<file path="src/rtl/ycsr_map.vh">
// Register offsets, field positions, reset values and timing for the Y/C control registers
`ifndef YCSR_MAP_VH
`define YCSR_MAP_VH

// =====================================================================
// Serial slave addresses (write / read, per address-select level)
`define YCSR_SLV_WR_LO      8'hB8
`define YCSR_SLV_RD_LO      8'hB9
`define YCSR_SLV_WR_HI      8'hBA
`define YCSR_SLV_RD_HI      8'hBB

// =====================================================================
// Register offsets
`define YCSR_MODE_AND_OUTPUT_CONFIG   8'h00
`define YCSR_FORCED_PROCESSING_SELECT 8'h01
`define YCSR_DETECTION_STATUS_FLAGS   8'h00
`define YCSR_WIDE_SIGNAL_LINE_STATUS  8'h01
`define YCSR_EXTENDED_ID_BITS_LOW     8'h02
`define YCSR_EXTENDED_ID_BITS_HIGH    8'h03
`define YCSR_ID_WORD_ZERO_ONE         8'h04
`define YCSR_ID_WORD_TWO              8'h05
`define YCSR_DECODER_CHECK_FLAGS      8'h06

// =====================================================================
// Field positions
`define YCSR_OPERATING_MODE_BIT       6
`define YCSR_CHROMA_OUT_GAIN_BIT      3
`define YCSR_CHROMA_OUT_BPF_BIT       2
`define YCSR_LUMA_CORR_DIG_BIT        1
`define YCSR_LUMA_CORR_ANA_BIT        0
`define YCSR_CLOCK_FORCE_MSB          7
`define YCSR_CLOCK_FORCE_LSB          6
`define YCSR_STD_FORCE_MSB            5
`define YCSR_STD_FORCE_LSB            4
`define YCSR_FRAME_LINE_MSB           3
`define YCSR_FRAME_LINE_LSB           2
`define YCSR_KILLER_FORCE_MSB         1
`define YCSR_KILLER_FORCE_LSB         0

// =====================================================================
// Reset values (undefined bits as initial values: D7=0, D5-D4=01)
`define YCSR_CFG0_RESET     8'h1F
`define YCSR_CFG1_RESET     8'h01

// =====================================================================
// Timing: interface ready time after reset
`define YCSR_READY_TIME_US  100
`define YCSR_CLK_MHZ        100
`endif

</file>
<file path="src/rtl/ycsr_regs.v">
// Serially accessed control and status registers of the Y/C separator
`timescale 1ns/10ps
`default_nettype none
`include "ycsr_map.vh"

// Summary of operation
// [RL1] Answer read address B9h with select pin low, BBh with select pin high.
// [RL2] Mode bit: zero 3D/2D separation, one 2D plus noise reduction; both burst-locked.
// [RL3] Chroma field: 00 gain2 raw, 01 gain2 BPF, 10 gain1 raw, 11 gain1 BPF.
// [RL4] Luma correction: 00 off, 01 analog, 10 digital, 11 both; resets 11.
// [RL5] Clock force: 00 follows mode, 01 burst-locked, 1x line-locked; resets 00.
// [RL6] Standard force: 00 follows detection, 01 standard, 10 horizontal nonstandard.
// [RL7] Standard force 11 means vertical nonstandard processing, forcing inter-line.
// [RL8] Frame/line: 00 adaptive from line pin and motion, 01 frame, 1x line; code gives frame on 01 only while the line pin is high.
// [RL9] Killer: 00 pin or internal detect, 01 pin only, 1x forced; resets 01.
// [RL10] During killer processing chroma is not subtracted from composite for luma.
// [RL11] Host must pick forced clock and standard codes that fit the input.
// [RL12] Reads take no subaddress, start at register 0, run until master NACK.
// [RL13] Writes take subaddress in second byte, then auto-increment per data byte.
// [RL14] Reset loads initial values; interface is operative 100 us after reset.
// [RL15] Read registers are status only; writes go to separate write space.
module ycsr_regs #(
  parameter READY_CYCLES = `YCSR_READY_TIME_US * `YCSR_CLK_MHZ
) (
  input  wire       clk,
  input  wire       rst_n,
  input  wire       scl_in,
  input  wire       sda_in,
  output wire       sda_out,
  output wire       sda_oe,
  input  wire       address_select_pin,
  input  wire       killer_input_pin,
  input  wire       line_pin_input,
  input  wire       motion_detect,
  input  wire       killer_detect_flag,
  input  wire       nonstandard_detect_flag,
  input  wire [7:0] detection_status_flags,
  input  wire [7:0] wide_signal_line_status,
  input  wire [7:0] extended_id_bits_low,
  input  wire [7:0] extended_id_bits_high,
  input  wire [7:0] id_word_zero_one,
  input  wire [7:0] id_word_two,
  input  wire [7:0] decoder_check_flags,
  output reg        operating_mode_bit,
  output reg        chroma_gain_two,
  output reg        chroma_bpf_en,
  output reg        luma_corr_analog,
  output reg        luma_corr_digital,
  output reg        line_locked_clock,
  output reg        nonstd_hsync_proc,
  output reg        nonstd_vsync_proc,
  output reg        interframe_proc,
  output reg        killer_active,
  output reg        chroma_subtract_en
);

  // ===================================================================
  // Bus state machine codes
  localparam [2:0] ST_IDLE = 3'd0;
  localparam [2:0] ST_RX   = 3'd1;
  localparam [2:0] ST_ACK  = 3'd2;
  localparam [2:0] ST_TX   = 3'd3;
  localparam [2:0] ST_TACK = 3'd4;
  localparam [1:0] PH_ADDR = 2'd0;
  localparam [1:0] PH_SUB  = 2'd1;
  localparam [1:0] PH_DATA = 2'd2;

  // ===================================================================
  // Pin synchronisers: three stages, accept when stages two and three agree
  reg  [4:0] s1_q;
  reg  [4:0] s2_q;
  reg  [4:0] s3_q;
  reg  [4:0] filt_q;
  reg  [4:0] filt_p_q;
  wire [4:0] pins = {line_pin_input, killer_input_pin, address_select_pin, sda_in, scl_in};
  // Bus lines idle high, side pins low: no false edge or killer pulse after reset
  localparam [4:0] SYNC_IDLE = 5'h03;
  genvar gi;
  generate
    for (gi = 0; gi < 5; gi = gi + 1) begin : g_sync
      always @(posedge clk or negedge rst_n) begin
        if (!rst_n) begin
          s1_q[gi]     <= SYNC_IDLE[gi];
          s2_q[gi]     <= SYNC_IDLE[gi];
          s3_q[gi]     <= SYNC_IDLE[gi];
          filt_q[gi]   <= SYNC_IDLE[gi];
          filt_p_q[gi] <= SYNC_IDLE[gi];
        end else begin
          s1_q[gi]     <= pins[gi];
          s2_q[gi]     <= s1_q[gi];
          s3_q[gi]     <= s2_q[gi];
          filt_q[gi]   <= (s2_q[gi] == s3_q[gi]) ? s3_q[gi] : filt_q[gi];
          filt_p_q[gi] <= filt_q[gi];
        end
      end
    end
  endgenerate

  wire scl_f    = filt_q[0];
  wire sda_f    = filt_q[1];
  wire sel_f    = filt_q[2];
  wire kil_f    = filt_q[3];
  wire line_f   = filt_q[4];
  wire scl_rise = scl_f & ~filt_p_q[0];
  wire scl_fall = ~scl_f & filt_p_q[0];
  wire start_c  = scl_f & filt_p_q[0] & filt_p_q[1] & ~sda_f;
  wire stop_c   = scl_f & filt_p_q[0] & ~filt_p_q[1] & sda_f;

  // ===================================================================
  // Ready timer; the bus is ignored until it expires
  reg [31:0] ready_cnt_q;
  reg        ready_q;
  always @(posedge clk or negedge rst_n) begin
    if (!rst_n) begin
      ready_cnt_q <= 32'h0000_0000;
      ready_q     <= 1'b0;
    end else if (!ready_q) begin
      ready_cnt_q <= ready_cnt_q + 32'h0000_0001;
      ready_q     <= (ready_cnt_q >= READY_CYCLES - 1); // [RL14]
    end
  end

  // ===================================================================
  // Read mux: status inputs only, nothing here is writable
  reg [7:0] ptr_q;
  reg [7:0] rd_data;
  always @* begin
    case (ptr_q) // [RL15]
      `YCSR_DETECTION_STATUS_FLAGS:  rd_data = detection_status_flags;
      `YCSR_WIDE_SIGNAL_LINE_STATUS: rd_data = wide_signal_line_status;
      `YCSR_EXTENDED_ID_BITS_LOW:    rd_data = extended_id_bits_low;
      `YCSR_EXTENDED_ID_BITS_HIGH:   rd_data = extended_id_bits_high;
      `YCSR_ID_WORD_ZERO_ONE:        rd_data = id_word_zero_one;
      `YCSR_ID_WORD_TWO:             rd_data = id_word_two;
      `YCSR_DECODER_CHECK_FLAGS:     rd_data = decoder_check_flags;
      default:                       rd_data = 8'h00;
    endcase
  end

  // ===================================================================
  // Serial slave
  reg [2:0] state_q;
  reg [1:0] phase_q;
  reg [3:0] bitcnt_q;
  reg [7:0] shreg_q;
  reg       rw_q;
  reg       oe_q;
  reg [7:0] cfg0_q;
  reg [7:0] cfg1_q;
  wire [7:0] wr_addr = sel_f ? `YCSR_SLV_WR_HI : `YCSR_SLV_WR_LO;
  wire [7:0] rd_addr = sel_f ? `YCSR_SLV_RD_HI : `YCSR_SLV_RD_LO;
  assign sda_out = 1'b0;
  assign sda_oe  = oe_q;
  always @(posedge clk or negedge rst_n) begin
    if (!rst_n) begin
      state_q  <= ST_IDLE;
      phase_q  <= PH_ADDR;
      bitcnt_q <= 4'h0;
      shreg_q  <= 8'h00;
      rw_q     <= 1'b0;
      oe_q     <= 1'b0;
      ptr_q    <= 8'h00;
      cfg0_q   <= `YCSR_CFG0_RESET; // [RL14]
      cfg1_q   <= `YCSR_CFG1_RESET;
    end else if (!ready_q) begin
      state_q <= ST_IDLE;
      oe_q    <= 1'b0;
    end else if (start_c) begin
      state_q  <= ST_RX;
      phase_q  <= PH_ADDR;
      bitcnt_q <= 4'h0;
      oe_q     <= 1'b0;
    end else if (stop_c) begin
      state_q <= ST_IDLE;
      oe_q    <= 1'b0;
    end else begin
      case (state_q)
        ST_RX: begin
          if (scl_rise && bitcnt_q != 4'h8) begin
            shreg_q  <= {shreg_q[6:0], sda_f};
            bitcnt_q <= bitcnt_q + 4'h1;
          end else if (scl_fall && bitcnt_q == 4'h8) begin
            state_q <= ST_ACK;
            oe_q    <= 1'b1;
            case (phase_q)
              PH_ADDR: begin
                if (shreg_q == wr_addr) begin
                  rw_q    <= 1'b0;
                  phase_q <= PH_SUB;
                end else if (shreg_q == rd_addr) begin // [RL1]
                  rw_q    <= 1'b1;
                  phase_q <= PH_DATA;
                  ptr_q   <= 8'h00; // [RL12]
                end else begin
                  state_q <= ST_IDLE;
                  oe_q    <= 1'b0;
                end
              end
              PH_SUB: begin
                ptr_q   <= shreg_q; // [RL13]
                phase_q <= PH_DATA;
              end
              default: begin
                if (ptr_q == `YCSR_MODE_AND_OUTPUT_CONFIG) cfg0_q <= shreg_q;
                if (ptr_q == `YCSR_FORCED_PROCESSING_SELECT) cfg1_q <= shreg_q;
                ptr_q <= ptr_q + 8'h01; // [RL13]
              end
            endcase
          end
        end
        ST_ACK: begin
          if (scl_fall) begin
            if (rw_q) begin
              state_q  <= ST_TX;
              shreg_q  <= rd_data;
              oe_q     <= ~rd_data[7];
              bitcnt_q <= 4'h1;
            end else begin
              state_q  <= ST_RX;
              oe_q     <= 1'b0;
              bitcnt_q <= 4'h0;
            end
          end
        end
        ST_TX: begin
          if (scl_fall) begin
            if (bitcnt_q == 4'h8) begin
              state_q <= ST_TACK;
              oe_q    <= 1'b0;
            end else begin
              shreg_q  <= {shreg_q[6:0], 1'b0};
              oe_q     <= ~shreg_q[6];
              bitcnt_q <= bitcnt_q + 4'h1;
            end
          end
        end
        ST_TACK: begin
          if (scl_rise) begin
            if (sda_f) begin
              state_q <= ST_IDLE; // [RL12]
            end else begin
              state_q <= ST_ACK;
              ptr_q   <= ptr_q + 8'h01;
            end
          end
        end
        default: oe_q <= 1'b0;
      endcase
    end
  end

  // ===================================================================
  // Control decode; outputs registered so they never glitch mid-write
  wire [1:0] clk_sel = cfg1_q[`YCSR_CLOCK_FORCE_MSB:`YCSR_CLOCK_FORCE_LSB];
  wire [1:0] std_sel = cfg1_q[`YCSR_STD_FORCE_MSB:`YCSR_STD_FORCE_LSB];
  wire [1:0] fl_sel  = cfg1_q[`YCSR_FRAME_LINE_MSB:`YCSR_FRAME_LINE_LSB];
  wire [1:0] kil_sel = cfg1_q[`YCSR_KILLER_FORCE_MSB:`YCSR_KILLER_FORCE_LSB];
  wire       kil_d   = kil_sel[1] | kil_f | (kil_sel == 2'b00 && killer_detect_flag); // [RL9]
  wire       vns_d   = (std_sel == 2'b11); // [RL7]
  reg        ifr_d;
  always @* begin
    case (fl_sel) // [RL8]
      2'b00:   ifr_d = line_f & ~motion_detect;
      2'b01:   ifr_d = line_f;
      default: ifr_d = 1'b0;
    endcase
  end
  always @(posedge clk or negedge rst_n) begin
    if (!rst_n) begin
      operating_mode_bit <= 1'b0;
      chroma_gain_two    <= 1'b0;
      chroma_bpf_en      <= 1'b1;
      luma_corr_analog   <= 1'b1;
      luma_corr_digital  <= 1'b1;
      line_locked_clock  <= 1'b0;
      nonstd_hsync_proc  <= 1'b0;
      nonstd_vsync_proc  <= 1'b0;
      interframe_proc    <= 1'b0;
      killer_active      <= 1'b0;
      chroma_subtract_en <= 1'b1;
    end else begin
      operating_mode_bit <= cfg0_q[`YCSR_OPERATING_MODE_BIT]; // [RL2]
      chroma_gain_two    <= ~cfg0_q[`YCSR_CHROMA_OUT_GAIN_BIT]; // [RL3]
      chroma_bpf_en      <= cfg0_q[`YCSR_CHROMA_OUT_BPF_BIT]; // [RL3]
      luma_corr_analog   <= cfg0_q[`YCSR_LUMA_CORR_ANA_BIT]; // [RL4]
      luma_corr_digital  <= cfg0_q[`YCSR_LUMA_CORR_DIG_BIT]; // [RL4]
      // Both modes are burst-locked, so only a 1x code selects line lock
      line_locked_clock  <= clk_sel[1]; // [RL5]
      nonstd_hsync_proc  <= (std_sel == 2'b10) ||
                            (std_sel == 2'b00 && nonstandard_detect_flag); // [RL6]
      nonstd_vsync_proc  <= vns_d; // [RL7]
      interframe_proc    <= ifr_d & ~vns_d; // [RL7]
      killer_active      <= kil_d; // [RL9]
      chroma_subtract_en <= ~kil_d; // [RL10]
    end
  end

endmodule // ycsr_regs
`default_nettype wire

</file>
<file path="config.mk">
export PLATFORM = sky130hd
export DESIGN_NAME = ycsr_regs
export DESIGN_NICKNAME = d
export VERILOG_FILES = /design/src/rtl/ycsr_regs.v
export VERILOG_INCLUDE_DIRS = /design/src /design/src/rtl
export SDC_FILE = /design/constraint.sdc
export NUM_CORES = 1
export LEC_CHECK = 0
export ABC_AREA = 1
export BUFFER_PORTS_ARGS = -buffer_cell sky130_fd_sc_hd__buf_4
export CAP_MARGIN = 20
export CORE_MARGIN = 2
export CORE_UTILIZATION = 62
export CTS_CLUSTER_DIAMETER = 200
export DETAILED_ROUTE_END_ITERATION = 8
export HOLD_SLACK_MARGIN = 0.02
export PLACE_DENSITY = 0.85
export SLEW_MARGIN = 20
export SYNTH_ARGS = -nofsm -noshare
export SYNTH_HDL_FRONTEND = slang
export SYNTH_SLANG_ARGS = --single-unit
</file>
<file path="constraint.sdc">
create_clock -name clk -period 3.2 [get_ports clk]
set_input_delay 0.32 -clock clk [delete_from_list [all_inputs] [get_ports clk]]
set_output_delay 0.32 -clock clk [all_outputs]
set_load 0.02 [all_outputs]
</file>
==> results of run 1 <==
worst reg2reg max path, delay by kind of cell (launching register included):
family / cells / cell delay [ps]
buffers and inverters: 2 / 540
flip-flops: 1 / 430
AND/OR/NAND/NOR: 7 / 1210
worst max path at each step:
stage	endpoint	cells after the start
2_1_floorplan	cfg1_q[2]$_DFFE_PN0P_	10
3_3_place_gp	ptr_q[2]$_DFFE_PN0P_	8
3_5_place_dp	sda_oe$_DFFE_PN0P_	9
4_1_cts	sda_oe$_DFFE_PN0P_	9
5_1_grt	sda_oe$_DFFE_PN0P_	9
6_report	sda_oe$_DFFE_PN0P_	9
per-stage QoR:
stage,std cells,instance area (sq um)
5_1_grt,1020,6820
2_1_floorplan,806,5900
3_5_place_dp,1003,6600
4_1_cts,1020,6820
6_report,1020,6820
3_3_place_gp,1003,6600
layer usage:
layer	track usage (%)	up-vias	wire length [um]
met3	4.83	22	862
met1	38.5	2594	6110
met4	10.5	0	237
met5	0	-	0
met2	48.3	188	7000
li1	-	2682	-
power by group:
part / leakage (nW) / internal, mW / switching, mW
sequential: 1.30 / 1.36 / 0.0122
clock: 0.111 / 0.386 / 0.493
combinational: 2.04 / 0.0718 / 0.0662
logic make-up (layout without fill, tap and decap cells):
group / after synthesis / count (layout) / share of synthesized area (%)
other cells: 1 / 1 / 0.0635
buf+inv: 117 / 202 / 7.93
fa+ha+maj: 12 / 12 / 2.33
flops: 105 / 105 / 44.9
compound gates: 56 / 56 / 5.41
simple gates: 491 / 491 / 35.8
xor+xnor: 24 / 24 / 3.56
state kept, by name, indices dropped and copies added, names as in the netlist, 2 cells and up:
signal	count
ready_cnt_q	32
shreg_q	8
s1_q	5
s2_q	5
cfg0_q	5
cfg1_q	7
bitcnt_q	4
s3_q	5
filt_p_q	2
ptr_q	8
state_q	3
phase_q	2
layout make-up:
| cell class | instances | area, sq um | share of cell area (%) |
|---|---|---|---|
| well taps | 129 | 161 | 2.37 |
| repair buffers | 79 | 608 | 8.91 |
| multi-input cells | 584 | 2780 | 40.8 |
| inverters | 107 | 402 | 5.89 |
| clock inverters | 7 | 95.1 | 1.39 |
| flip-flops and latches | 105 | 2650 | 38.9 |
| clock buffers | 9 | 124 | 1.82 |
cell usage in the layout (no fill, tap or decap), drive strengths merged, types with 7 or more instances in the layout:
cell type / n
xnor2: 7
dfstp: 19
nor2: 113
nand2: 269
inv: 110
a21oi: 17
nand4: 15
xor2: 17
o21ai: 31
ha: 7
clkbuf: 9
nand3: 60
dfrtp: 86
nor3: 23
buf: 78
==> metrics.txt, run 1 <==
status=finished, final reports clean; post-CTS sizing=0; Reg2Reg Depth=9; Power Density=350 nW/um^2; Synth area leaders=dfrtp_1 36%, nand2_1 17%, dfstp_2 8.5%; Final setup viols=0; DR DRC count=0; Initial DRC Count=318; number of max-cap violations=0; reg2reg start=state_q[2]$_DFFE_PN0P_; Area Growth Syn to Fin=15.6%; worst slack at placement=1030 ps; drt pass-1 iters=5; clk sinks=105; number of flops mapped to enable cells by yosys=0; Worst Path Max Fanout=13; initial antenna violation count=0; area share of the largest cell type after synthesis=36.5%; Final WS setup=966 ps; cts bufs inserted=9; Min Hold Slack=39.7 ps; port bufs=77; Slew Viols, Final=0; worst-path cell chain=inv_2, nand2_1, nor2_1, clkinv_1, nor2_1, nand3_1, nand2_1, nand2_1, nand2_1; Fmax=448 MHz; final hold violations=0; vias=5486; Wirelength per Cell=13.9 um; Tcrit/Tclk final=69.8%; DP HPWL=10600 um; die height=102 um; io pins=79; Crit path top cell by count=nand2_1; clock buffer depth=2; GRT overflow=0; die area=10300 sq um; mapped cell area=5900 sq um; Worst-Skew Late Latency=380 ps; Mapped Nets=879; GRT Total Usage=29.0%; syn avg cell area=7.32 sq um; ratio of cells with drive above 1 in the final layout=17.1%; cts hold-fix bufs=1; CP endpoint kind=flop; crit path from=state_q[2]$_DFFE_PN0P_; Post-CTS Setup Bufs=0; Crit Reg-Reg Endpoint=sda_oe$_DFFE_PN0P_; core area=9240 sq um; layout net count=959; drt via density=5.38; hold path depth=1; dominant cell type by area after synthesis=dfrtp_1; Chip Width=102 um; sequential-to-total area share from yosys stat=44.9%; hold worst-path end=s1_q[4]$_DFF_PN0_; Setup TNS=0 ps; Initial Util=63.9%; LEAKAGE=3.46 nW; htree depth=3; Synth Instances=806; DRT Wirelength=14200 um; minimum clock period=2230 ps; vias in the first global route=5277; Seq cells post-synth=105; Rows=35; Hold WC Path Type=input pin to flop; Root Driver=clkbuf_8; cell with the most instances after synthesis=nand2_1; critical path buffer and inverter count=2; ant diodes=0; CTS tree=done; Ys Warns=0; clock-pin slew on the worst setup and hold paths=110 ps; CP max stage delay=600 ps; Startpoint Class=flop; WP data required=3520 ps; Netlist cell types=36; ys async rst share=100%; CP Class=flop to flop; measured slew at the worst slew-check pin=747 ps; final core occ=73.9%; DRT antenna net count=0; largest net degree at the start of global routing=57; first-pass GRT wire length=23800 um; Synth top cells by count=263 x nand2_1, 101 x nor2_1, 95 x inv_1; Layout fillers=712; Arr. time, crit path=2550 ps; Top Family by Delay on Critical Path=simple AND/OR/NAND/NOR gates; RSZ-0062 raised after global routing=false; Crit-path slowest cell=nor2_1; Max VDD drop=0.000373 V; R2R Setup Slk=970 ps; worst clock skew=13.0 ps; GP Congestion=1.03; Worst slew margin=50.0%; Worst Hold Launch=line_pin_input; Primary FF master, synth=dfrtp_1; total power draw=2.39 mW
Power figures use the tool's default switching activity.
==> run 2: changes to the inputs <==
Settings changed: CORE_UTILIZATION 62 to 53, PLACE_DENSITY 0.85 to 0.77.
Clock period 3.2 ns to 1.8 ns, I/O delays scaled along.
==> metrics.txt, run 2 (synthesis gave the netlist of run 1 again) <==
number of max-cap violations=0 (unchanged); GRT Total Usage=25.2% (was 29.0%); final hold violations=0 (unchanged); Crit path top cell by count=nand3_4 (was nand2_1); vias=5495 (was 5486); Area Growth Syn to Fin=23.9% (was 15.6%); core area=10800 sq um (was 9240 sq um); placed cells=1039 (was 1003); status=finished, final reports clean (unchanged); clock-pin slew on the worst setup and hold paths=110 ps (about the same); cts bufs inserted=9 (unchanged); Final WS setup=75.2 ps (was 966 ps); Startpoint Class=flop (unchanged); most common cell after layout, fill and taps aside=nand2_1 (unchanged); CTS tree=done (unchanged); Arr. time, crit path=2000 ps (was 2550 ps); Setup TNS=0 ps (unchanged); largest register by flop count=ready_cnt_q (unchanged); Fmax=580 MHz (was 448 MHz); Final setup viols=0 (unchanged); port bufs=77 (unchanged); Initial Util=54.4% (was 63.9%); Root Driver=clkbuf_8 (unchanged); initial antenna violation count=0 (unchanged); worst slack at placement=-25.6 ps (was 1030 ps); layout net count=999 (was 959); Slew Viols, Final=0 (unchanged); Wirelength per Cell=13.6 um (was 13.9 um); drt pass-1 iters=6 (was 5); io pins=79 (unchanged); vias in the first global route=5098 (was 5277); LEAKAGE=3.69 nW (was 3.46 nW); Regs by FF count=ready_cnt_q (32), ptr_q (8), shreg_q (8) (unchanged); htree depth=3 (unchanged); Worst-Skew Late Latency=380 ps (about the same); worst clock skew=12.5 ps (was 13.0 ps); clock buffer depth=2 (unchanged); Crit-path slowest cell=dfrtp_1 (was nor2_1); WP data required=2080 ps (was 3520 ps); Final Non-Filler Cells=1071 (was 1020); DRT Wirelength=14500 um (was 14200 um); met3 GRT Util=4.39% (was 4.83%); Chip Width=110 um (was 102 um); ant diodes=0 (unchanged); number of flip-flops under the largest register name=32 (unchanged); worst-path cell chain=inv_2, ha_4, nand3_4, inv_4, nand2_4, nor4_4, buf_6, nand3_4, nand2_2, o21ai_1 (was inv_2, nand2_1, nor2_1, clkinv_1, nor2_1, nand3_1, nand2_1, nand2_1, nand2_1); largest net degree at the start of global routing=40 (was 57); CP max stage delay=430 ps (was 600 ps); Rows=38 (was 35); Worst Path Max Fanout=7 (was 13); clk sinks=105 (unchanged); CP Class=flop to flop (unchanged); final instance area=7310 sq um (was 6820 sq um); first-pass GRT wire length=23700 um (was 23800 um); die area=12000 sq um (was 10300 sq um); most frequent cells in the layout=261 x nand2_1, 102 x buf_4, 98 x nor2_1 (was 263 x nand2_1, 101 x nor2_1, 95 x inv_1); Layout fillers=952 (was 712); drt via density=5.13 (was 5.38); Tcrit/Tclk final=95.8% (was 69.8%); placed cell areas=6820 sq um (was 6600 sq um); Power Density=573 nW/um^2 (was 350 nW/um^2); DRT antenna net count=0 (unchanged); grt peak-use layer=met2 (unchanged); die height=110 um (was 102 um); GP Congestion=0.949 (was 1.03); GR Util met2=39.7% (was 48.3%); minimum clock period=1720 ps (was 2230 ps); ratio of cells with drive above 1 in the final layout=21.7% (was 17.1%); CP endpoint kind=flop (unchanged); Max VDD drop=0.000582 V (was 0.000373 V); GRT overflow=0 (unchanged); DR DRC count=0 (unchanged); met1 Use GR=35.9% (was 38.5%); DP HPWL=10500 um (was 10600 um); Hold WC Path Type=input pin to flop (unchanged); Initial DRC Count=422 (was 318)
[run 2: cell types whose count changed in the layout (fill, tap and decap cells not counted), sizes merged]
cell         delta
buf            +30
nand2           +1
dlygate4sd3     +8
inv             -1
clkinv          +1
nand3           +1
clkinvlp        +1
bufinv          -1
[run 2: routing by layer]
metal / wire (um) / share of wire (%) / vias up
met5: 0 / 0 / -
met4: 236 / 1.6 / 0
met3: 741 / 5.1 / 22
li1: - / - / 2764
met2: 6880 / 47 / 179
met1: 6690 / 46 / 2530
[run 2: repair_timing]
action	4_1_cts	5_1_grt
hold endpoints to repair	28	0
endpoints found under the setup margin	3	36
resized for setup	2	35
pin swaps	0	7
hold buffers	9	0
gates cloned	0	2
setup buffers	0	5
[run 2: cell type report]
cell class | instances | area [sq um] | share of cell area [%]
Clock buffer | 9 | 124 | 1.69
Clock inverter | 7 | 85.1 | 1.16
Inverter | 107 | 409 | 5.60
Multi-Input combinational cell | 586 | 2920 | 39.9
Sequential cell | 105 | 2650 | 36.3
Tap cell | 140 | 175 | 2.40
Timing Repair Buffer | 117 | 950 | 13.0
[run 2: stage by stage]
step | utilization [%] | hold WS, ps | power, mW
finish | 67.5 | 139 | 4.19
global route | 67.5 | 183 | 4.35
CTS | 65.8 | 129 | 4.23
detailed placement | 62.9 | 150 | 2.73
global placement | 62.9 | 149 | 2.72
floorplan | - | -116 | 2.54
[run 2: where the power goes]
group | switching (mW) | internal [mW]
clock | 0.929 | 0.557
combinational | 0.123 | 0.145
sequential | 0.0224 | 2.41
total | 1.07 | 3.11
[run 2: worst max-delay path, delay by kind of cell, from the launching register on]
| kind | cells | cell delay, ps |
|---|---|---|
| simple gates | 5 | 610 |
| fa+ha+maj | 1 | 140 |
| buf+inv | 3 | 360 |
| compound gates | 1 | 60 |
| flops | 1 | 430 |
[run 2: worst paths after layout]
check	startpoint	to	slack [ps]	cells past startpoint
setup / recovery	bitcnt_q[0]$_DFFE_PN0P_	cfg1_q[3]$_DFFE_PN0P_	80	10
hold / removal	extended_id_bits_low[7]	shreg_q[7]$_DFFE_PN0P_	140	5
max in group asynchronous	rst_n	cfg0_q[0]$_DFFE_PN1P_	920	3
min in group asynchronous	rst_n	ptr_q[2]$_DFFE_PN0P_	270	2
hold reg to reg	s1_q[3]$_DFF_PN0_	s2_q[3]$_DFF_PN0_	350	0
setup reg to reg	bitcnt_q[0]$_DFFE_PN0P_	cfg1_q[3]$_DFFE_PN0P_	80	10
